<file path="src/hw/isv_regs.vh">
`ifndef ISV_REGS_VH
`define ISV_REGS_VH

// Register offsets on the plain register port
`define ISV_ADDR_VALID_LOW   8'h00
`define ISV_ADDR_VALID_HIGH  8'h01
`define ISV_ADDR_IRQ_STATUS  8'h02
`define ISV_ADDR_IRQ_MASK    8'h03
`define ISV_ADDR_IRQ_STAT_HI 8'h04
`define ISV_ADDR_IRQ_MASK_HI 8'h05

// Field positions
`define ISV_HIGH_USED_MSB    5
`define ISV_NUM_INPUTS       14
`define ISV_LOW_BITS         8

// Reset values
`define ISV_VALID_RESET      14'h0000
`define ISV_IRQ_RESET        14'h0000
`define ISV_BYTE_ZERO        8'h00
`define ISV_SYNC_QUIET       14'h0000
`define ISV_SYNC_ALARM       14'h3FFF
`define ISV_MASK_HI_RESET    6'h00

`endif

</file>
<file path="src/hw/isv_judge.v">
`timescale 1ns/100ps
`default_nettype none
// Per-input validity decision from the alarm flags
module isv_judge #(
  parameter N = 14
) (
  // Alarm flags per input
  input  wire [N-1:0] i_soft_alarm,
  input  wire [N-1:0] i_hard_alarm,
  input  wire [N-1:0] i_activity_alarm,
  input  wire [N-1:0] i_lock_alarm,
  // Decision
  output wire [N-1:0] o_valid
);

  genvar g;
  generate
    for (g = 0; g < N; g = g + 1) begin : g_in
      wire serious_w;
      // Any alarm other than the soft one disqualifies
      assign serious_w = i_hard_alarm[g] | i_activity_alarm[g] | i_lock_alarm[g];
      assign o_valid[g] = ~(serious_w | i_soft_alarm[g]) | (i_soft_alarm[g] & ~serious_w);
    end
  endgenerate

endmodule
`default_nettype wire

</file>
<file path="src/hw/isv_top.v">
`timescale 1ns/100ps
`default_nettype none
`include "isv_regs.vh"
module isv_top #(
  parameter N = `ISV_NUM_INPUTS
) (
  // Clock and reset
  input  wire         i_sys_clk,
  input  wire         i_rst,
  // Alarm flags from the input monitors (asynchronous)
  input  wire [N-1:0] i_soft_alarm,
  input  wire [N-1:0] i_hard_alarm,
  input  wire [N-1:0] i_activity_alarm,
  input  wire [N-1:0] i_lock_alarm,
  // Register port
  input  wire [7:0]   i_addr,
  input  wire [7:0]   i_wdata,
  input  wire         i_wr,
  input  wire         i_rd,
  output reg  [7:0]   o_rdata,
  // Interrupt and status
  output wire         o_irq,
  output wire [N-1:0] o_valid
);

  // Byte split of the input vector
  localparam LO_W  = `ISV_LOW_BITS;
  localparam HI_W  = N - LO_W;
  localparam PAD_W = LO_W - HI_W;

  // Alarm synchronisers, first and second stage
  reg  [N-1:0]    soft_s1_q;
  reg  [N-1:0]    hard_s1_q;
  reg  [N-1:0]    act_s1_q;
  reg  [N-1:0]    lock_s1_q;
  reg  [N-1:0]    soft_s2_q;
  reg  [N-1:0]    hard_s2_q;
  reg  [N-1:0]    act_s2_q;
  reg  [N-1:0]    lock_s2_q;
  // Validity and interrupt state
  reg  [N-1:0]    valid_q;
  wire [N-1:0]    valid_d;
  wire [N-1:0]    change_w;
  reg  [N-1:0]    irq_stat_q;
  reg  [LO_W-1:0] mask_lo_q;
  reg  [HI_W-1:0] mask_hi_q;
  wire [N-1:0]    irq_mask_w;
  wire [N-1:0]    clr_lo_w;
  wire [N-1:0]    clr_hi_w;
  wire [N-1:0]    clr_w;
  // Register port decode
  wire            wr_stat_lo_w;
  wire            wr_stat_hi_w;
  wire            wr_mask_lo_w;
  wire            wr_mask_hi_w;
  // Read path
  wire [LO_W-1:0] valid_lo_w;
  wire [LO_W-1:0] valid_hi_w;
  wire [LO_W-1:0] stat_hi_w;
  wire [LO_W-1:0] mask_hi_w;
  reg  [7:0]      rdata_d;

  // no write path to validity
  // Only the interrupt bytes decode writes; validity offsets fall through
  assign wr_stat_lo_w = i_wr & (i_addr == `ISV_ADDR_IRQ_STATUS);
  assign wr_stat_hi_w = i_wr & (i_addr == `ISV_ADDR_IRQ_STAT_HI);
  assign wr_mask_lo_w = i_wr & (i_addr == `ISV_ADDR_IRQ_MASK);
  assign wr_mask_hi_w = i_wr & (i_addr == `ISV_ADDR_IRQ_MASK_HI);

  // Soft alarm sync; first stage feeds only the second
  // Starts quiet, since a soft alarm never invalidates an input
  always @(posedge i_sys_clk or posedge i_rst) begin
    if (i_rst) begin
      soft_s1_q <= `ISV_SYNC_QUIET;
      soft_s2_q <= `ISV_SYNC_QUIET;
    end else begin
      soft_s1_q <= i_soft_alarm;
      soft_s2_q <= soft_s1_q;
    end
  end

  // alarm assumed until evaluated
  // Hard alarm sync starts raised so no input reads valid on stale stages
  always @(posedge i_sys_clk or posedge i_rst) begin
    if (i_rst) begin
      hard_s1_q <= `ISV_SYNC_ALARM;
      hard_s2_q <= `ISV_SYNC_ALARM;
    end else begin
      hard_s1_q <= i_hard_alarm;
      hard_s2_q <= hard_s1_q;
    end
  end

  // Activity alarm sync, same pessimistic start
  always @(posedge i_sys_clk or posedge i_rst) begin
    if (i_rst) begin
      act_s1_q <= `ISV_SYNC_ALARM;
      act_s2_q <= `ISV_SYNC_ALARM;
    end else begin
      act_s1_q <= i_activity_alarm;
      act_s2_q <= act_s1_q;
    end
  end

  // Lock alarm sync, same pessimistic start
  always @(posedge i_sys_clk or posedge i_rst) begin
    if (i_rst) begin
      lock_s1_q <= `ISV_SYNC_ALARM;
      lock_s2_q <= `ISV_SYNC_ALARM;
    end else begin
      lock_s1_q <= i_lock_alarm;
      lock_s2_q <= lock_s1_q;
    end
  end

  // Validity decision per input
  isv_judge #(
    .N (N)
  ) u_judge (
    .i_soft_alarm     (soft_s2_q),
    .i_hard_alarm     (hard_s2_q),
    .i_activity_alarm (act_s2_q),
    .i_lock_alarm     (lock_s2_q),
    .o_valid          (valid_d)
  );

  always @(posedge i_sys_clk or posedge i_rst) begin
    if (i_rst) begin
      valid_q <= `ISV_VALID_RESET;
    end else begin
      valid_q <= valid_d;
    end
  end

  assign o_valid = valid_q;

  // Any change of a validity bit, either way, is an interrupt event
  assign change_w = valid_q ^ valid_d;

  // Write-one-to-clear masks for the two status bytes
  assign clr_lo_w = wr_stat_lo_w ? {{HI_W{1'h0}}, i_wdata} : {N{1'h0}};
  assign clr_hi_w = wr_stat_hi_w ? {i_wdata[HI_W-1:0], {LO_W{1'h0}}} : {N{1'h0}};
  assign clr_w    = clr_lo_w | clr_hi_w;

  // Sticky change events; a new event beats a same-cycle clear
  always @(posedge i_sys_clk or posedge i_rst) begin
    if (i_rst) begin
      irq_stat_q <= `ISV_IRQ_RESET;
    end else begin
      irq_stat_q <= (irq_stat_q & ~clr_w) | change_w;
    end
  end

  // Interrupt mask, low byte
  always @(posedge i_sys_clk or posedge i_rst) begin
    if (i_rst) begin
      mask_lo_q <= `ISV_BYTE_ZERO;
    end else if (wr_mask_lo_w) begin
      mask_lo_q <= i_wdata;
    end
  end

  // Interrupt mask, high byte; bits above the last input are not stored
  always @(posedge i_sys_clk or posedge i_rst) begin
    if (i_rst) begin
      mask_hi_q <= `ISV_MASK_HI_RESET;
    end else if (wr_mask_hi_w) begin
      mask_hi_q <= i_wdata[HI_W-1:0];
    end
  end

  assign irq_mask_w = {mask_hi_q, mask_lo_q};

  // Level interrupt; stays up until the status bit is cleared or masked
  assign o_irq = |(irq_stat_q & irq_mask_w);

  // Byte views for the read mux
  assign valid_lo_w = valid_q[LO_W-1:0];
  assign valid_hi_w = {{PAD_W{1'h0}}, valid_q[N-1:LO_W]};
  assign stat_hi_w  = {{PAD_W{1'h0}}, irq_stat_q[N-1:LO_W]};
  assign mask_hi_w  = {{PAD_W{1'h0}}, mask_hi_q};

  // Read mux; writes to the validity bytes have no effect
  always @* begin
    rdata_d = `ISV_BYTE_ZERO;
    case (i_addr)
      `ISV_ADDR_VALID_LOW:   rdata_d = valid_lo_w;
      `ISV_ADDR_VALID_HIGH:  rdata_d = valid_hi_w;
      `ISV_ADDR_IRQ_STATUS:  rdata_d = irq_stat_q[LO_W-1:0];
      `ISV_ADDR_IRQ_MASK:    rdata_d = mask_lo_q;
      `ISV_ADDR_IRQ_STAT_HI: rdata_d = stat_hi_w;
      `ISV_ADDR_IRQ_MASK_HI: rdata_d = mask_hi_w;
      default:               rdata_d = `ISV_BYTE_ZERO;
    endcase
  end

  // Read data stands only in the cycle after the strobe
  always @(posedge i_sys_clk or posedge i_rst) begin
    if (i_rst) begin
      o_rdata <= `ISV_BYTE_ZERO;
    end else if (i_rd) begin
      o_rdata <= rdata_d;
    end else begin
      o_rdata <= `ISV_BYTE_ZERO;
    end
  end

endmodule
`default_nettype wire

</file>
<file path="config.mk">
export PLATFORM = sky130hd
export DESIGN_NAME = isv_top
export DESIGN_NICKNAME = d
export VERILOG_FILES = /design/src/hw/isv_judge.v /design/src/hw/isv_top.v
export VERILOG_INCLUDE_DIRS = /design/src /design/src/hw
export SDC_FILE = /design/constraint.sdc
export NUM_CORES = 1
export LEC_CHECK = 0
export BUFFER_PORTS_ARGS = -buffer_cell sky130_fd_sc_hd__buf_4
export CORE_MARGIN = 2
export CORE_UTILIZATION = 40
export DETAILED_ROUTE_END_ITERATION = 8
export PLACE_DENSITY = 0.72
export RECOVER_POWER = 100
export REMOVE_ABC_BUFFERS = 1
export SETUP_SLACK_MARGIN = 0.4
export SYNTH_ARGS = -nofsm -noshare
export SYNTH_HDL_FRONTEND = slang
export SYNTH_SLANG_ARGS = --single-unit
</file>
<file path="constraint.sdc">
create_clock -name i_sys_clk -period 13 [get_ports i_sys_clk]
set_input_delay 2.6 -clock i_sys_clk [delete_from_list [all_inputs] [get_ports i_sys_clk]]
set_output_delay 2.6 -clock i_sys_clk [all_outputs]
set_load 0.02 [all_outputs]
</file>
After elaboration in Yosys (flattened, before gate mapping)
Index checks and enable logic that the tools add are counted.

Register bits: 162. Output and inout port bits: 23. Input port bits: 76.

Reduce and logical (&&, ||, !) cells: 2. Eq/ne operators: 5. Multiplexer cells: 4. Bitwise gates (word level): 108.

Operator list (number): $or A1 B1 Y1 (56); $pmux W8 S6 (1); $and A14 B14 Y14 (2); $not A1 Y1 (28); $and A1 B1 Y1 (18); $eq A8 B2 Y1 const B (2); $eq A8 B3 Y1 const B (2); $mux W8 (2); $mux W14 (1); $not A14 Y14 (1); $or A14 B14 Y14 (1); $or A8 B14 Y14 (1); $reduce_or A14 Y1 (1); $xor A14 B14 Y14 (1); $eq A8 B1 Y1 const B (1); $logic_not A8 Y1 (1).

Longest topological paths before layout
Word-level depth: 7. Gate-level depth with buffers: 5.

Hierarchy
Synthesis repeated with hierarchy kept, for this count alone.

Cells, all modules: 294. Area total of the unflattened synthesis: 5351.4 µm².

By module, submodules not included: isv_top (sequential area each 4159.0 µm², instances 1, cells an instance 280, area each 5211.2 µm²); isv_judge (sequential area each 0.0 µm², instances 1, cells an instance 14, area each 140.1 µm²).

Least setup slack after synthesis
OpenSTA, ideal clock, no wires.

Path kind: input to register. From: input port i_addr[5]. To: register mask_lo_q[0]. Library setup time: 0.125 ns. Cell stages on the path: 4. Data arrival time: 3.690 ns. Required time: 12.875 ns. Path buffers: 1. Path slack: 9.185 ns. Cells stage by stage: nor3b_2 and4b_2 buf_4 mux2_2.

Cells in the longest elaborated chain, start to end: 2.

Ends and longest elaborated chain: start, declared (RTL line isv_top.v:16) `input wire [7:0] i_addr,`; $eq A8 B2 Y1; $and A1 B1 Y1 (RTL line isv_top.v:67) `` assign wr_mask_lo_w = i_wr & (i_addr == `ISV_ADDR_IRQ_MASK); ``; end signal, assigned (RTL line isv_top.v:157) `` mask_lo_q <= `ISV_BYTE_ZERO; ``; end signal, assigned (RTL line isv_top.v:159) `mask_lo_q <= i_wdata;`; end, declared (RTL line isv_top.v:45) `reg [LO_W-1:0] mask_lo_q;`.

Every way passes these cells. A chain may end at the register's enable or synchronous reset.

==> metrics.txt <==
CP max stage cell=clkbuf_1; top-area cell type share of the netlist area=0.488; routed len/inst=16.2 um; Slew @ Worst Pin=3.13 ns; Starting Density=0.414; clk_lat worst skew=about 0.4 ns; routability congestion estimate=0.846; PwrDens=165 nW/um^2; area post-placement=5320 um^2; #FFs+latches synth=about 130; Achievable Freq=143 MHz; Die H=110 um; DIE WIDTH=110 um; relative slew slack=-1.08; leakage=approximately 0.0025 uW; area of the die=12200 um^2; post-cts resize count=0; port bufs=84; Mapped Area=approximately 4500 um^2; DR iter-0 viols=82; layout cells sized above 1=0.528; root buffer cell=clkbuf_16; largest net degree at the start of global routing=77; data arrival time of the worst path=6.80 ns; critical hold path startpoint=act_s1_q[11]$_DFF_PP1_; worst min-delay path class=reg2reg; CP bufs+invs=3; fill cell count=945; Setup Buffers After CTS=0; Worst R2R Setup Slack=11.79 ns; DRT Pass-1 Iters=4; post-route ant nets=0; core area=10900 um^2; ratio of final minimum period to clock period=0.538; crit path max fanout=76; row cnt=38; vias in the first global route=2697; post-synth cell types=31; Syn-to-layout area delta=27.9%; Avg Cell Area, Syn=17.3 um^2; largest cells by area after synthesis=dfstp_2, dfrtp_1, mux2_2; HPWL Detailed=5550 um; average via count per standard cell=slightly below 5; Final setup violation count=0; Crit path required time=12.80 ns; setup ws final=6.00 ns; # nets final=438; fin area=about 5800 um^2; failing checks=max-capacitance violations, max-slew violations; Endpoint, Worst Hold=act_s2_q[11]$_DFF_PP1_; Ports=slightly below 100; Syn Inst Count=262; Final Hold Fails=0; critical-path cell list=clkbuf_4, clkinvlp_2, clkbuf_1; CTS tree=done; Hold Path Cell Cnt=0; r2r worst-path depth=3; via count=approximately 2500; final setup TNS=0 ns; Critical Path End Type=asynchronous set/reset pin; H-tree depth=4; Worst R2R End=o_rdata[2]$_DFF_PP0_; Startpoint Class=input port; number of buffers created by CTS=17; # diodes=0; initial antenna violation count=0; drc violations=0; Clock Skew=slightly below 0.01 ns; Total Routing Usage GR=0.154; Yosys warning count=0; maximum capacitance violations=3; RSZ-0062 raised after global routing=false; post-synthesis sequential area ratio=0.765; first-pass GRT wire length=between 10000 and 15000 um; Final Critical Period=7.00 ns; Clock Sink Count=134; total congestion overflow=0; clock edge transition at the registers on the reported setup and hold paths=0.05 ns; Worst VDD drop=0.0000767 V; family with the most delay on the worst path=buffers and inverters; # hold bufs at CTS=0; Worst R2R Start=o_valid[2]$_DFF_PP0_; largest area contributor in the netlist=dfstp_2; CP Class=in2async; final wirelength=approximately 8300 um; Slew Viols, Final=between 150 and 200; pre-CTS WS=approximately 8.6 ns; outcome=finished, violations left; worst stage delay on the critical path=2.32 ns; Max clock buf depth=2
==> synth_stat cells <==
| cell | count |
|---|---|
| a211o_1 | 8 |
| a21o_1 | 6 |
| a221oi_1 | 1 |
| a22o_1 | 1 |
| a22oi_1 | 5 |
| a2bb2oi_1 | 2 |
| and2_1 | 1 |
| and3_1 | 1 |
| and4b_2 | 1 |
| buf_1 | 1 |
| buf_2 | 2 |
| buf_4 | 2 |
| dfrtp_1 | 50 |
| dfstp_2 | 84 |
| inv_1 | 1 |
| mux2_2 | 14 |
| mux2i_1 | 8 |
| mux4_2 | 6 |
| nand2_1 | 1 |
| nand3_1 | 7 |
| nand4_1 | 8 |
| nand4b_1 | 1 |
| nor2_1 | 2 |
| nor2b_1 | 10 |
| nor3_1 | 14 |
| nor3_4 | 1 |
| nor3b_1 | 1 |
| nor3b_2 | 2 |
| nor4b_1 | 1 |
| o21ai_0 | 6 |
| xor2_1 | 14 |
==> layout by cell type (no fill, tap or decap), types with 5 or more instances in the layout <==
cell type,instances
a211o_1,8
a21o_1,6
a22oi_1,5
buf_4,18
clkbuf_1,26
clkbuf_16,18
clkbuf_4,44
clkinv_2,5
dfrtp_1,50
dfstp_2,84
mux2_2,14
mux2i_1,8
mux4_2,6
nand3_1,7
nand4_1,8
nor2b_1,10
nor3_1,15
o21ai_0,6
xor2_1,14
==> through the flow <==
stage               power, uW  cells  hold slack [ns]   util
floorplan                 481    257            0.345      -
global placement          510    483            0.346  0.486
detailed placement        513    483            0.347  0.486
CTS                       974    513            0.349  0.539
global route              996    513            0.357  0.529
finish                    957    513            0.348  0.529
==> power by group <==
group          switching [uW]  internal [uW]  total (uW)  leakage (uW)
Combinational            26.8           22.5        49.4      0.000713
Sequential               7.11            445         452       0.00150
Clock                     161            295         456      0.000283
==> final cells by class <==
cell class | count | area [um^2] | share of cell area
Clock buffer | 21 | 472 | 0.0815
Tap cell | 140 | 175 | 0.0303
Timing Repair Buffer | 86 | 556 | 0.0960
Clock inverter | 9 | 101 | 0.0175
Multi-Input combinational cell | 122 | 1020 | 0.176
Sequential cell | 134 | 3460 | 0.598
Inverter | 1 | 5.00 | 0.000865
==> worst max path at each step <==
stage                     slack (ns)                 endpoint               startpoint  depth (start not counted)
final                           6.00     o_valid[1]$_DFF_PP0_                    i_rst                          3
after global routing            4.89     o_valid[1]$_DFF_PP0_                    i_rst                          3
after CTS                       8.75                    o_irq  irq_stat_q[2]$_DFF_PP0_                          4
after detailed placement        8.59  irq_stat_q[5]$_DFF_PP0_                i_addr[7]                          4
after global placement          8.63  irq_stat_q[7]$_DFF_PP0_                i_addr[7]                          4
after floorplan                 6.96  irq_stat_q[0]$_DFF_PP0_                    i_rst                          1
==> registers in the layout (all words and copies together), names as in the netlist, 8 cells and up <==
| name | flops |
|---|---|
| lock_s1_q | 14 |
| o_rdata | 8 |
| hard_s1_q | 14 |
| o_valid | 14 |
| lock_s2_q | 14 |
| act_s2_q | 14 |
| hard_s2_q | 14 |
| irq_stat_q | 14 |
| act_s1_q | 14 |
| mask_lo_q | 8 |
==> layer usage <==
layer / up-vias / GRT usage / wire length, um / part of all wire
met5: - / 0 / 0 / 0
met4: 0 / 0.0598 / 133 / 0.016
met3: 11 / 0.0676 / 665 / 0.080
li1: 1138 / - / - / -
met2: 78 / 0.244 / 4170 / 0.50
met1: 1294 / 0.188 / 3360 / 0.40
==> cell families (layout without fill, tap and decap cells) <==
family          after synthesis  count (layout)  share of synthesized area
xor+xnor                     14              14                     0.0271
buf+inv                       6             117                    0.00719
flops                       134             134                      0.765
mux                          28              28                     0.0824
compound gates               29              29                     0.0481
simple gates                 51              51                     0.0705
==> worst register-to-register path, cell delays in order, from the launching register on <==
cell and delay [ns]:
dfrtp_1 0.41, mux4_2 0.47, nand3_1 0.09, o21ai_0 0.10
(Power assumes the default switching activity.)
